--- src/rtl/seq_ctl_defs.svh ---
`ifndef SEQ_CTL_DEFS_SVH
`define SEQ_CTL_DEFS_SVH

// Register byte addresses on the APB.
`define BUS_CONTROL_OFS 12'h000
`define BUS_STATUS_OFS 12'h004
`define RX_DATA_OFS 12'h008

// Reset values.
`define BUS_CONTROL_RST 16'h0000
`define RX_DATA_RST 8'h00

// Field positions in bus_control.
`define CTL_ENABLE 15
`define CTL_ACK_VALUE 5
`define CTL_ACK_GO 4
`define CTL_RECV_GO 3
`define CTL_STOP_GO 2
`define CTL_RESTART_GO 1
`define CTL_START_GO 0

// Field positions in bus_status.
`define STAT_BUSY 14
`define STAT_STOP_SEEN 4
`define STAT_START_SEEN 3
`define STAT_DIRECTION 2
`define STAT_RX_FULL 1

// Timing: one quarter of a bus bit period.
`define MCLK_NS 25
`define QUARTER_NS 2500
`define QUARTER_CYC ((`QUARTER_NS + `MCLK_NS - 1) / `MCLK_NS)

`endif

--- src/rtl/seq_ctl_pkg.sv ---
package seq_ctl_pkg;

    typedef enum logic [2:0] {
        st_idle,
        st_start,
        st_restart,
        st_stop,
        st_recv,
        st_ack
    } seq_state_t;

    typedef struct packed {
        logic scl;
        logic sda;
    } line_pair_t;

    typedef struct packed {
        logic start_seen;
        logic stop_seen;
        logic addr_done;
        logic direction;
    } bus_event_t;

endpackage

--- src/rtl/quarter_timer.sv ---
`timescale 1ns/1ps
`include "seq_ctl_defs.svh"

module quarter_timer
(
    // Clock and reset.
    input wire logic mclk,
    input wire logic rst_b,
    // Control.
    input wire logic run,
    input wire logic hold,
    // Quarter period pulse.
    output logic tick
);

    localparam logic [11:0] LAST = 12'(`QUARTER_CYC - 1);

    logic [11:0] count_reg;

    // Counts quarter periods while running; a stretched clock pauses it.
    always_ff @(posedge mclk)
    begin
        if (!rst_b || !run)
        begin
            count_reg <= 12'h000;
            tick <= 1'b0;
        end
        else if (hold)
        begin
            tick <= 1'b0;
        end
        else if (count_reg == LAST)
        begin
            count_reg <= 12'h000;
            tick <= 1'b1;
        end
        else
        begin
            count_reg <= count_reg + 12'h001;
            tick <= 1'b0;
        end
    end

endmodule

--- src/rtl/line_monitor.sv ---
`timescale 1ns/1ps

module line_monitor
(
    // Clock and reset.
    input wire logic mclk,
    input wire logic rst_b,
    // Raw bus lines.
    input seq_ctl_pkg::line_pair_t line_in,
    // Synchronised lines and detected events.
    output seq_ctl_pkg::line_pair_t line_sync,
    output seq_ctl_pkg::bus_event_t bus_event
);

    seq_ctl_pkg::line_pair_t meta_reg;
    seq_ctl_pkg::line_pair_t last_reg;
    logic [3:0] edge_cnt_reg;
    logic armed_reg;
    logic scl_rise;

    // Two flip-flops before any logic sees the lines.
    always_ff @(posedge mclk)
    begin
        if (!rst_b)
        begin
            meta_reg <= 2'h3;
            line_sync <= 2'h3;
            last_reg <= 2'h3;
        end
        else
        begin
            meta_reg <= line_in;
            line_sync <= meta_reg;
            last_reg <= line_sync;
        end
    end

    assign scl_rise = line_sync.scl && !last_reg.scl;

    // Start and stop are data edges while the clock line is high.
    always_comb
    begin
        bus_event.start_seen = line_sync.scl && last_reg.scl &&
            last_reg.sda && !line_sync.sda;
        bus_event.stop_seen = line_sync.scl && last_reg.scl &&
            !last_reg.sda && line_sync.sda;
        bus_event.addr_done = armed_reg && scl_rise &&
            (edge_cnt_reg == 4'h7);
        bus_event.direction = line_sync.sda;
    end

    // The eighth clock after a start carries the direction bit.
    always_ff @(posedge mclk)
    begin
        if (!rst_b || bus_event.stop_seen)
        begin
            armed_reg <= 1'b0;
            edge_cnt_reg <= 4'h0;
        end
        else if (bus_event.start_seen)
        begin
            armed_reg <= 1'b1;
            edge_cnt_reg <= 4'h0;
        end
        else if (armed_reg && scl_rise)
        begin
            edge_cnt_reg <= edge_cnt_reg + 4'h1;
            if (edge_cnt_reg == 4'h7)
            begin
                armed_reg <= 1'b0;
            end
        end
    end

endmodule

--- src/rtl/i2c_master_sequence_control.sv ---
`timescale 1ns/1ps
`include "seq_ctl_defs.svh"

module i2c_master_sequence_control
(
    // Clock and reset.
    input wire logic mclk,
    input wire logic rst_b,
    // APB slave.
    input wire logic psel,
    input wire logic penable,
    input wire logic pwrite,
    input wire logic [11:0] paddr,
    input wire logic [31:0] pwdata,
    output logic [31:0] prdata,
    output logic pready,
    output logic pslverr,
    // Serial clock line, open drain.
    input wire logic serial_clock_line_in,
    output logic serial_clock_line_out,
    output logic serial_clock_line_oe_b,
    // Serial data line, open drain.
    input wire logic serial_data_line_in,
    output logic serial_data_line_out,
    output logic serial_data_line_oe_b
);

    seq_ctl_pkg::seq_state_t state_reg;
    seq_ctl_pkg::line_pair_t line_in;
    seq_ctl_pkg::line_pair_t line_sync;
    seq_ctl_pkg::bus_event_t bus_event;

    logic enable_reg;
    logic ack_value_select_reg;
    logic [4:0] go_reg;
    logic [4:0] go_next;
    logic [4:0] done_mask;
    logic [1:0] step_reg;
    logic [2:0] bit_reg;
    logic [7:0] shift_reg;
    logic [7:0] rx_reg;
    logic rx_full_reg;
    logic stop_seen_reg;
    logic start_seen_reg;
    logic direction_reg;
    logic tick;
    logic hold;
    logic last_step;
    logic setup;
    logic access;
    logic wr_ctrl;
    logic rd_rx;
    logic [15:0] status;
    logic [15:0] control;

    assign line_in.scl = serial_clock_line_in;
    assign line_in.sda = serial_data_line_in;

    line_monitor u_line_monitor
    (
        .mclk(mclk),
        .rst_b(rst_b),
        .line_in(line_in),
        .line_sync(line_sync),
        .bus_event(bus_event)
    );

    // A released clock held low by a target stalls the quarter timer.
    assign hold = serial_clock_line_oe_b && !line_sync.scl;

    quarter_timer u_quarter_timer
    (
        .mclk(mclk),
        .rst_b(rst_b),
        .run(state_reg != seq_ctl_pkg::st_idle),
        .hold(hold),
        .tick(tick)
    );

    // APB decode: no wait state, the answer comes with pready.
    assign setup = psel && !penable;
    assign access = psel && penable && pready;
    assign wr_ctrl = access && pwrite && (paddr == `BUS_CONTROL_OFS);
    assign rd_rx = access && !pwrite && (paddr == `RX_DATA_OFS);

    always_comb
    begin
        control = `BUS_CONTROL_RST;
        control[`CTL_ENABLE] = enable_reg;
        control[`CTL_ACK_VALUE] = ack_value_select_reg;
        control[`CTL_ACK_GO:`CTL_START_GO] = go_reg;
        status = 16'h0000;
        status[`STAT_BUSY] = state_reg != seq_ctl_pkg::st_idle;
        status[`STAT_STOP_SEEN] = stop_seen_reg;
        status[`STAT_START_SEEN] = start_seen_reg;
        status[`STAT_DIRECTION] = direction_reg;
        status[`STAT_RX_FULL] = rx_full_reg;
    end

    always_ff @(posedge mclk)
    begin
        if (!rst_b)
        begin
            pready <= 1'b0;
            pslverr <= 1'b0;
            prdata <= 32'h00000000;
        end
        else if (setup)
        begin
            pready <= 1'b1;
            pslverr <= !((paddr == `BUS_CONTROL_OFS) ||
                (paddr == `BUS_STATUS_OFS) || (paddr == `RX_DATA_OFS));
            if (paddr == `BUS_CONTROL_OFS)
            begin
                prdata <= {16'h0000, control};
            end
            else if (paddr == `BUS_STATUS_OFS)
            begin
                prdata <= {16'h0000, status};
            end
            else if (paddr == `RX_DATA_OFS)
            begin
                prdata <= {24'h000000, rx_reg};
            end
            else
            begin
                prdata <= 32'h00000000;
            end
        end
        else
        begin
            pready <= 1'b0;
            pslverr <= 1'b0;
        end
    end

    // Plain control fields written by software.
    always_ff @(posedge mclk)
    begin
        if (!rst_b)
        begin
            enable_reg <= 1'b0;
            ack_value_select_reg <= 1'b0;
        end
        else if (wr_ctrl)
        begin
            enable_reg <= pwdata[`CTL_ENABLE];
            ack_value_select_reg <= pwdata[`CTL_ACK_VALUE];
        end
    end

    // The last quarter of a sequence ends it.
    assign last_step = tick && (step_reg == 2'h3) &&
        ((state_reg != seq_ctl_pkg::st_recv) || (bit_reg == 3'h7));

    always_comb
    begin
        done_mask = 5'h00;
        if (last_step)
        begin
            unique case (state_reg)
                seq_ctl_pkg::st_start: done_mask[`CTL_START_GO] = 1'b1;
                seq_ctl_pkg::st_restart:
                    done_mask[`CTL_RESTART_GO] = 1'b1;
                seq_ctl_pkg::st_stop: done_mask[`CTL_STOP_GO] = 1'b1;
                seq_ctl_pkg::st_recv: done_mask[`CTL_RECV_GO] = 1'b1;
                seq_ctl_pkg::st_ack: done_mask[`CTL_ACK_GO] = 1'b1;
                seq_ctl_pkg::st_idle: done_mask = 5'h00;
            endcase
        end
    end

    // Go bits set by software writing ones with the enable bit in the same write, cleared by hardware at the end;
    // a set in the same cycle as the clear wins.
    always_comb
    begin
        go_next = go_reg & ~done_mask;
        if (wr_ctrl && pwdata[`CTL_ENABLE])
        begin
            go_next = go_next | pwdata[`CTL_ACK_GO:`CTL_START_GO];
        end
    end

    always_ff @(posedge mclk)
    begin
        if (!rst_b)
        begin
            go_reg <= 5'h00;
        end
        else
        begin
            go_reg <= go_next;
        end
    end

    // Sequencer: each step is one quarter bit period.
    always_ff @(posedge mclk)
    begin
        if (!rst_b)
        begin
            state_reg <= seq_ctl_pkg::st_idle;
            step_reg <= 2'h0;
            bit_reg <= 3'h0;
            shift_reg <= 8'h00;
            serial_clock_line_oe_b <= 1'b1;
            serial_data_line_oe_b <= 1'b1;
        end
        else if (state_reg == seq_ctl_pkg::st_idle)
        begin
            step_reg <= 2'h0;
            bit_reg <= 3'h0;
            // One request at a time; the lowest set bit is served.
            if (go_reg[`CTL_START_GO])
                state_reg <= seq_ctl_pkg::st_start;
            else if (go_reg[`CTL_RESTART_GO])
                state_reg <= seq_ctl_pkg::st_restart;
            else if (go_reg[`CTL_STOP_GO])
                state_reg <= seq_ctl_pkg::st_stop;
            else if (go_reg[`CTL_RECV_GO])
                state_reg <= seq_ctl_pkg::st_recv;
            else if (go_reg[`CTL_ACK_GO])
                state_reg <= seq_ctl_pkg::st_ack;
        end
        else if (tick)
        begin
            step_reg <= step_reg + 2'h1;
            unique case (state_reg)
                seq_ctl_pkg::st_start:
                begin
                    if (step_reg == 2'h0)
                        serial_data_line_oe_b <= 1'b0;
                    if (step_reg == 2'h2)
                        serial_clock_line_oe_b <= 1'b0;
                end
                seq_ctl_pkg::st_restart:
                begin
                    if (step_reg == 2'h0)
                        serial_data_line_oe_b <= 1'b1;
                    if (step_reg == 2'h1)
                        serial_clock_line_oe_b <= 1'b1;
                    if (step_reg == 2'h2)
                        serial_data_line_oe_b <= 1'b0;
                    if (step_reg == 2'h3)
                        serial_clock_line_oe_b <= 1'b0;
                end
                seq_ctl_pkg::st_stop:
                begin
                    if (step_reg == 2'h0)
                        serial_data_line_oe_b <= 1'b0;
                    if (step_reg == 2'h1)
                        serial_clock_line_oe_b <= 1'b1;
                    if (step_reg == 2'h2)
                        serial_data_line_oe_b <= 1'b1;
                end
                seq_ctl_pkg::st_recv:
                begin
                    if (step_reg == 2'h0)
                        serial_data_line_oe_b <= 1'b1;
                    if (step_reg == 2'h1)
                        serial_clock_line_oe_b <= 1'b1;
                    if (step_reg == 2'h2)
                        shift_reg <= {shift_reg[6:0], line_sync.sda};
                    if (step_reg == 2'h3)
                    begin
                        serial_clock_line_oe_b <= 1'b0;
                        bit_reg <= bit_reg + 3'h1;
                    end
                end
                seq_ctl_pkg::st_ack:
                begin
                    if (step_reg == 2'h0)
                        serial_data_line_oe_b <= ack_value_select_reg;
                    if (step_reg == 2'h1)
                        serial_clock_line_oe_b <= 1'b1;
                    if (step_reg == 2'h3)
                        serial_clock_line_oe_b <= 1'b0;
                end
                seq_ctl_pkg::st_idle:
                begin
                    step_reg <= 2'h0;
                end
            endcase
            if (last_step)
                state_reg <= seq_ctl_pkg::st_idle;
        end
    end

    // Received byte and its full flag; a new byte wins over a read.
    always_ff @(posedge mclk)
    begin
        if (!rst_b)
        begin
            rx_reg <= `RX_DATA_RST;
            rx_full_reg <= 1'b0;
        end
        else if (last_step && (state_reg == seq_ctl_pkg::st_recv))
        begin
            rx_reg <= shift_reg;
            rx_full_reg <= 1'b1;
        end
        else if (rd_rx)
        begin
            rx_full_reg <= 1'b0;
        end
    end

    // Bus condition and direction flags.
    always_ff @(posedge mclk)
    begin
        if (!rst_b)
        begin
            stop_seen_reg <= 1'b0;
            start_seen_reg <= 1'b0;
            direction_reg <= 1'b0;
        end
        else
        begin
            if (bus_event.start_seen)
            begin
                start_seen_reg <= 1'b1;
                stop_seen_reg <= 1'b0;
            end
            else if (bus_event.stop_seen)
            begin
                start_seen_reg <= 1'b0;
                stop_seen_reg <= 1'b1;
            end
            if (bus_event.addr_done)
                direction_reg <= bus_event.direction;
        end
    end

    // Open-drain data outputs are held low; only the enables move.
    always_ff @(posedge mclk)
    begin
        serial_clock_line_out <= 1'b0;
        serial_data_line_out <= 1'b0;
    end

endmodule

--- config.mk ---
export PLATFORM = sky130hd
export DESIGN_NAME = i2c_master_sequence_control
export DESIGN_NICKNAME = d
export VERILOG_FILES = /design/src/rtl/seq_ctl_pkg.sv /design/src/rtl/quarter_timer.sv /design/src/rtl/line_monitor.sv /design/src/rtl/i2c_master_sequence_control.sv
export VERILOG_INCLUDE_DIRS = /design/src /design/src/rtl
export SDC_FILE = /design/constraint.sdc
export NUM_CORES = 1
export LEC_CHECK = 0
export BUFFER_PORTS_ARGS = -buffer_cell sky130_fd_sc_hd__buf_2
export CAP_MARGIN = 20
export CORE_ASPECT_RATIO = 1.4
export CORE_MARGIN = 5
export CORE_UTILIZATION = 45
export CTS_BUF_LIST = sky130_fd_sc_hd__clkbuf_2 sky130_fd_sc_hd__clkbuf_4 sky130_fd_sc_hd__clkbuf_8
export CTS_CLUSTER_SIZE = 28
export DETAILED_ROUTE_END_ITERATION = 10
export PLACE_DENSITY = 0.7
export SYNTH_ARGS = -nofsm -noshare
export SYNTH_HDL_FRONTEND = slang
export SYNTH_HIERARCHICAL = 1
export SYNTH_SLANG_ARGS = --single-unit
--- constraint.sdc ---
create_clock -name mclk -period 2.6 [get_ports mclk]
set_clock_uncertainty 0.05 [all_clocks]
set_input_delay 0.52 -clock mclk [delete_from_list [all_inputs] [get_ports mclk]]
set_output_delay 0.52 -clock mclk [all_outputs]
set_load 0.03 [all_outputs]
==> results of run 1 <==
## how the worst min path moves through the flow
stage	from	endpoint	slack, ns
finish	serial_data_line_in	u_line_monitor/meta_reg[0]	0.31
global route	serial_data_line_in	u_line_monitor/meta_reg[0]	0.30
CTS	serial_data_line_in	u_line_monitor/meta_reg[0]	0.29
detailed placement	u_line_monitor/meta_reg[1]	u_line_monitor/line_sync[1]	0.36
global placement	u_line_monitor/meta_reg[1]	u_line_monitor/line_sync[1]	0.34
floorplan	u_line_monitor/meta_reg[0]	u_line_monitor/bus_event[0]	0.34
## cells in the final DEF (no fill, tap or decap), drive strengths merged, types with 5 or more instances in the layout
cell type / instances
nor3: 5
ha: 8
conb: 24
nor2: 51
xor2: 10
nand2: 23
a32o: 5
inv: 9
nor2b: 5
mux2i: 22
nand4: 9
buf: 44
xnor2: 7
and2: 6
o31ai: 6
o21ai: 11
nand2b: 10
clkbuf: 13
a21oi: 19
nand3: 11
dfxtp: 73
## final cells by class
cell class                      count  area (µm²)
Inverter                            9        33.8
Tap cell                          100         125
Timing Repair Buffer               44         233
Clock buffer                       13         179
Multi-Input combinational cell    278        1800
Fill cell                         737        3790
Clock inverter                      2        35.0
Sequential cell                    73        1460
## stage by stage
stage | instance area, µm² | total power (W) | utilization (%) | setup slack, ns
finish | 3860 | 0.00223 | 50.5 | 0.668
global route | 3860 | 0.00233 | 50.5 | 0.519
CTS | 3860 | 0.00225 | 50.5 | 0.683
detailed placement | 3650 | 0.00131 | 47.7 | 0.353
global placement | 3650 | 0.00131 | 47.7 | 0.367
floorplan | 3560 | 0.00130 | - | 0.553
## cell families (layout without fill, tap and decap cells)
logic type                 count (synthesis)  in the layout
buffers and inverters                     51             68
AOI/OAI and AO/OA                         55             55
adders and majority gates                  8              8
and+or+nand+nor                          151            151
other                                      1             24
muxes                                     23             23
xor gates and xnor gates                  17             17
DFF                                       73             73
## per-layer routing
metal  GRT usage (%)  part of all wire [%]  vias to the layer above
li1                -                     -                     1345
met1            18.5                    43                     1261
met2            26.0                    48                       96
met3            3.76                   5.8                       14
met4            9.33                   2.8                        0
met5               0                     0                        -
## report_power, final
group	internal [W]	switching [W]
Sequential	0.00113	0.0000117
Clock	0.000541	0.000396
Combinational	0.0000417	0.000109
Total	0.00171	0.000517
==> summary.md, run 1 <==
| Metric | Value |
|---|---|
| Status | `complete, no violations` |
| Total power per unit cell area | `approximately 580 nW/µm²` |
| # resized after CTS | `0` |
| Count leader, synth | `dfxtp_1` |
| Post-synthesis mux area share | `6.66%` |
| Number of routed nets with antenna violations | `0` |
| CP Cell Sequence | `or3_1 -> or4_4 -> o31ai_2 -> nand2_1 -> a21oi_1` |
| Post-Syn Area per Cell | `9.17 µm²` |
| RR Startpoint | `state_reg[0]` |
| Hold path depth | `2` |
| TritonCTS clock tree | `yes` |
| Non-Filler Instances | `just over 500` |
| Critical path class | `reg2reg` |
| Largest net degree at the start of global routing | `26` |
| Ant diodes | `0` |
| Clock Pin Slew Worst Setup and Hold Paths | `~0.07 ns` |
| Die Area | `9610 µm²` |
| Max IR drop VDD | `between 0.0003 and 0.0004 V` |
| Root buffer cell | `clkbuf_8` |
| Vias per inst | `approximately 5.2` |
| DP Cell Count | `504` |
| CP max FO | `15` |
| Worst R2R Path Depth | `5` |
| Netlist cell types | `56` |
| Final HPWL DP | `between 5 and 6 mm` |
| EDFF count, synth | `0` |
| Synth area leaders | `dfxtp_1 42%, mux2i_1 6.3%, buf_4 5.8%, nor2_1 5.4%, ha_1 2.9%` |
| Max reg flops | `12` |
| Vias | `2716` |
| Worst stage delay on the critical path | `0.46 ns` |
| Clock sinks | `73` |
| Reg2reg setup slack | `0.67 ns` |
| WL per Instance | `14.2 µm` |
| Synth Area in Simple Gates | `24.9%` |
| Static leakage power | `around 1.6 nW` |
| Die H | `114 µm` |
| WP data arrival | `between 2 and 2.5 ns` |
| CP required | `~2.8 ns` |
| Setup TNS | `0 ns` |
| Synth Register Bits | `73` |
| DR pass1 iterations | `4` |
| Core ar. | `7650 µm²` |
| Post-synthesis sequential area ratio | `42.0%` |
| Starting Density | `45.4%` |
| Final clock period utilization by the worst path | `74.3%` |
| XOR/XNOR Fraction of Synth Area | `4.28%` |
| Worst-Skew Late Latency | `roughly 0.34 ns` |
| Grt ovf | `0` |
| Fmax | `between 500 and 600 MHz` |
| Port Buffer Count | `39` |
| Synth area leader | `dfxtp_1` |
| Mapped Cells | `between 300 and 400` |
| Hold Vio Cnt, Final | `0` |
| Reg2reg end | `state_reg[0]` |
| Setup violations, final | `0` |
| Hold WS | `0.306 ns` |
| Number of hold buffers added after cts | `0` |
| DRC | `0` |
| Synth Area in Compound Gates | `around a tenth` |
| Worst path bufs/invs | `0` |
| CTS buffer count | `9` |
| DIE WIDTH | `between 80 and 90 µm` |
| Setup Fix Bufs, Post-CTS | `0` |
| Clock buffer depth | `2` |
| DRT Wirelength | `roughly 7.3 mm` |
| Crit-path slowest cell | `dfxtp_1` |
| Yosys warns | `6` |
| CP Capture Point | `state_reg[0]` |
| Post-Synth Adder-Cell Area | `about 2.9%` |
| I/O pins | `89` |
| Global-route wire length before repair | `approximately 12 mm` |
| Area share of the largest cell type after synthesis | `between 40% and 50%` |
| Type of the most critical hold path | `in2reg` |
| Placer Congestion | `a little over 0.8` |
| Asr flop ratio synth | `0%` |
| GRT Total Usage | `roughly 16%` |
| Syn-to-layout area delta | `11.2%` |
| Final #Nets | `474` |
| Top cell family by delay on the critical path | `simple AND/OR/NAND/NOR gates` |
| Most frequent cells after synthesis | `73 x dfxtp_1, 50 x nor2_1, 27 x buf_4` |
| FP Rows | `38` |
| Synthesized area | `3480 µm²` |
| Final Slew Violations | `0` |
| Max capacitance violation total | `0` |
| Worst Setup SP | `state_reg[0]` |
| Prevailing post-synth register cell | `dfxtp_1` |
| Main combinational cell family by area after synthesis | `simple AND/OR/NAND/NOR gates` |
| Share of layout cells above drive strength 1 | `17.4%` |
| DRT iter0 DRCs | `164` |
| Number of cells on the critical path | `5` |
| H-tree Lvls | `3` |
| Crit end category | `flip-flop` |
| Worst Tran Pin Value | `approximately 0.8 ns` |
| Tmin final | `~1.9 ns` |
| Antenna violations before repair | `0` |
| Vias in the first global route | `2598` |
| RSZ-0062 raised after global routing | `no` |
| Critical Path Source Type | `flip-flop` |
| Worst slew margin | `47.8%` |
Note: power is estimated with default switching activity, not from simulation.
==> run 2, diff against run 1 <==
--- a/config.mk
+++ b/config.mk
@@ -6,6 +6,7 @@
 export SDC_FILE = /design/constraint.sdc
 export NUM_CORES = 1
 export LEC_CHECK = 0
+export ABC_AREA = 1
 export BUFFER_PORTS_ARGS = -buffer_cell sky130_fd_sc_hd__buf_2
 export CAP_MARGIN = 20
 export CORE_ASPECT_RATIO = 1.4
@@ -14,7 +15,7 @@
 export CTS_BUF_LIST = sky130_fd_sc_hd__clkbuf_2 sky130_fd_sc_hd__clkbuf_4 sky130_fd_sc_hd__clkbuf_8
 export CTS_CLUSTER_SIZE = 28
 export DETAILED_ROUTE_END_ITERATION = 10
-export PLACE_DENSITY = 0.7
+export PLACE_DENSITY = 0.72
 export SYNTH_ARGS = -nofsm -noshare
 export SYNTH_HDL_FRONTEND = slang
 export SYNTH_HIERARCHICAL = 1
==> constraint.sdc (replaced) <==
create_clock -name mclk -period 1.6 [get_ports mclk]
set_clock_uncertainty 0.05 [all_clocks]
set_input_delay 0.32 -clock mclk [delete_from_list [all_inputs] [get_ports mclk]]
set_output_delay 0.32 -clock mclk [all_outputs]
set_load 0.03 [all_outputs]
==> run 2 against run 1 <==
Compared with the run above:
- maximum frequency rose by 28%
- hold slack got worse by 0.20 ns
- sequential share of layout area fell by 3.0 points
- setup slack got worse by 0.58 ns
- area after synthesis rose by 6.3%
- via count rose by 20%
- highest routed layer unchanged
- critical path type unchanged
- final area rose by 8.8%
- first-iteration DRC count rose by 21%
==> summary.md, run 2 <==
| Metric | Value |
|---|---|
| Status | `complete, no violations` |
| Final HPWL DP | `5.82 mm (+10%)` |
| Starting Density | `45.6% (+0.19 points)` |
| Max capacitance violation total | `0 (unchanged)` |
| FP Rows | `39 (+2.6%)` |
| Worst path bufs/invs | `2 (+2)` |
| Net switching power | `0.00106 W (+110%)` |
| I/O pins | `89 (unchanged)` |
| Number of routed nets with antenna violations | `0 (unchanged)` |
| Port Buffer Count | `39 (unchanged)` |
| Sequential share of power | `45.3% (-5.8 points)` |
| DIE WIDTH | `86.6 µm (+2.7%)` |
| Critical Path Source Type | `flip-flop` |
| Setup TNS | `0 ns (unchanged)` |
| Most frequent cells after synthesis | `102 x nand2_1, 73 x dfxtp_1, 67 x nor2_1` |
| EDFF count, synth | `0 (unchanged)` |
| Setup violations, final | `0 (unchanged)` |
| Non-Filler Instances | `671 (+29%)` |
| Final #Nets | `623 (+31%)` |
| GR met2 Demand/Resource | `29.7% (+3.6 points)` |
| DP Cell Count | `654 (+30%)` |
| Global-route wire length before repair | `13.0 mm (+7.3%)` |
| Switch share | `25.6% (+2.3 points)` |
| Count leader, synth | `nand2_1` |
| Netlist cell types | `34 (-39%)` |
| Core Util, Final | `51.9% (+1.4 points)` |
| Die Area | `10100 µm² (+5.6%)` |
| CP required | `1.78 ns (-1.03 ns)` |
| Die H | `117 µm (+2.8%)` |
| Most frequent cells in the layout | `101 x nand2_1, 72 x dfxtp_1, 67 x nor2_1` |
| WL per Instance | `11.5 µm (-19%)` |
| Number of hold buffers added after cts | `0 (unchanged)` |
| H-tree Lvls | `3 (unchanged)` |
| Worst slack, placed | `0.119 ns (-0.234 ns)` |
| CTS buffer count | `9 (unchanged)` |
| Post-Syn Area per Cell | `7.20 µm² (-21%)` |
| Met1 Resource Use GR | `17.8% (-0.74 points)` |
| Total power per unit cell area | `990 nW/µm² (+72%)` |
| Clock Pin Slew Worst Setup and Hold Paths | `0.08 ns (about the same)` |
| Hold WS | `0.106 ns (-0.200 ns)` |
| Tmin final | `1.51 ns (-0.419 ns)` |
| Root buffer cell | `clkbuf_8` |
| Antenna violations before repair | `0 (unchanged)` |
| Share of layout cells above drive strength 1 | `18.3% (+0.86 points)` |
| Syn-to-layout area delta | `13.9%` |
| Final Slew Violations | `0 (unchanged)` |
| Synth area leaders | `dfxtp_1 40%, nand2_1 10%, nor2_1 6.8%, inv_1 6.4%, a21oi_1 6.0%` |
| Top cell family by delay on the critical path | `simple AND/OR/NAND/NOR gates` |
| TritonCTS clock tree | `yes` |
| RSZ-0062 raised after global routing | `yes` |
| Vias per inst | `4.85 (-7.3%)` |
| DRT iter0 DRCs | `198 (+21%)` |
| Area share of the largest cell type after synthesis | `39.6% (-2.5 points)` |
| DRT Wirelength | `7.69 mm (+4.6%)` |
| Static leakage power | `1.87 nW (+16%)` |
| Ant diodes | `0 (unchanged)` |
| Max IR drop VDD | `0.000462 V (+27%)` |
| Clock sinks | `73 (unchanged)` |
| Final clock period utilization by the worst path | `94.6% (+20 points)` |
| Fmax | `661 MHz (+28%)` |
| Yosys warns | `6 (unchanged)` |
| DR pass1 iterations | `4 (unchanged)` |
| Asr flop ratio synth | `0% (unchanged)` |
| DRC | `0 (unchanged)` |
| Worst stage delay on the critical path | `0.36 ns (-0.10 ns)` |
| Type of the most critical hold path | `in2reg` |
| Synthesized area | `3690 µm² (+6.3%)` |
| Worst-Skew Late Latency | `0.34 ns (about the same)` |
| Worst setup margin | `0.0868 ns (-0.581 ns)` |
| Clock share of power | `42.2% (about the same)` |
| CP Cell Sequence | `inv_1 -> nand2_1 -> nor2_4 -> buf_4 -> nand3_4 -> o21ai_0 -> a21oi_1` |
| Synth area leader | `dfxtp_1` |
| Synth Register Bits | `73 (unchanged)` |
| Placer Congestion | `0.834 (+2.0%)` |
| Most common cell after layout, fill and taps aside | `nand2_1` |
| Clock buffer depth | `2 (unchanged)` |
| Max reg flops | `12 (unchanged)` |
| WP data arrival | `1.69 ns (-0.46 ns)` |
| Comb power frac | `12.5% (+5.7 points)` |
| Hold Vio Cnt, Final | `0 (unchanged)` |
| Internal power | `0.00310 W (+81%)` |
| Mapped Cells | `513 (+35%)` |
| Post-synthesis sequential area ratio | `39.6% (-2.5 points)` |
| Prevailing post-synth register cell | `dfxtp_1` |
| Grt ovf | `0 (unchanged)` |
| Gr busiest metal | `met2` |
| Grt met3 use | `3.50% (-0.26 points)` |
| Critical path class | `reg2reg` |
| Crit end category | `flip-flop` |
| Core ar. | `8100 µm² (+5.8%)` |
| Vias in the first global route | `3045 (+17%)` |
| CP max FO | `16 (+1)` |
| Fill cell count | `793 (+7.6%)` |
| Largest net degree at the start of global routing | `27 (+3.8%)` |
| Crit-path slowest cell | `dfxtp_1` |
| GRT Total Usage | `16.0% (+0.21 points)` |
| Vias | `3254 (+20%)` |
run 2: worst paths after layout:
path                                                    end  slack, ns  cells past startpoint                       start
worst min register to register  u_line_monitor/bus_event[0]       0.36                      2  u_line_monitor/meta_reg[0]
worst max register to register                 shift_reg[4]       0.09                      7                state_reg[1]
worst min-delay path             u_line_monitor/meta_reg[1]       0.11                      3        serial_clock_line_in
worst max-delay path                           shift_reg[4]       0.09                      7                state_reg[1]
run 2: routing by layer:
layer | up-vias | wire [µm]
met3 | 7 | 521
met4 | 0 | 69
met1 | 1461 | 3130
met2 | 98 | 3960
met5 | - | 0
li1 | 1688 | -
run 2: layout make-up:
| type | instances | area [µm²] | area share [%] |
|---|---|---|---|
| Sequential cell | 73 | 1460 | 34.8 |
| Multi-Input combinational cell | 358 | 1810 | 43.0 |
| Clock inverter | 5 | 103 | 2.44 |
| Inverter | 70 | 263 | 6.25 |
| Timing Repair Buffer | 52 | 297 | 7.05 |
| Tap cell | 102 | 128 | 3.03 |
| Clock buffer | 11 | 145 | 3.45 |
run 2: per-stage QoR:
| step | cell area (µm²) | power, W |
|---|---|---|
| finish | 4210 | 0.00416 |
| global route | 4210 | 0.00437 |
| CTS | 4190 | 0.00419 |
| detailed placement | 3940 | 0.00243 |
| global placement | 3940 | 0.00242 |
| floorplan | 3780 | 0.00235 |
run 2: cells by family after synthesis:
group,share of synthesized area (%)
and+or+nand+nor,29.9
buffers and inverters,13.9
AOI/OAI and AO/OA,12.5
DFF,39.6
adders and majority gates,2.71
xor gates and xnor gates,1.42
other,0.101
run 2: what timing repair did:
action / CTS / global route
gates resized for setup: 0 / 5
endpoints found under the setup margin: 0 / 9
buffers inserted: 0 / 1
run 2: worst register-to-register path: stages (launching register included):
cell,delay (ns)
dfxtp_1,0.36
inv_1,0.09
nand2_1,0.12
nor2_4,0.18
buf_4,0.14
nand3_4,0.18
o21ai_0,0.23
a21oi_1,0.06
run 2: power groups by stage:
stage	Clock, W	Sequential (W)	Combinational (W)
global placement	0	0.00193	0.000494
finish	0.00176	0.00189	0.000519
CTS	0.00180	0.00189	0.000505
detailed placement	0	0.00193	0.000503
global route	0.00190	0.00189	0.000575
floorplan	0	0.00194	0.000402
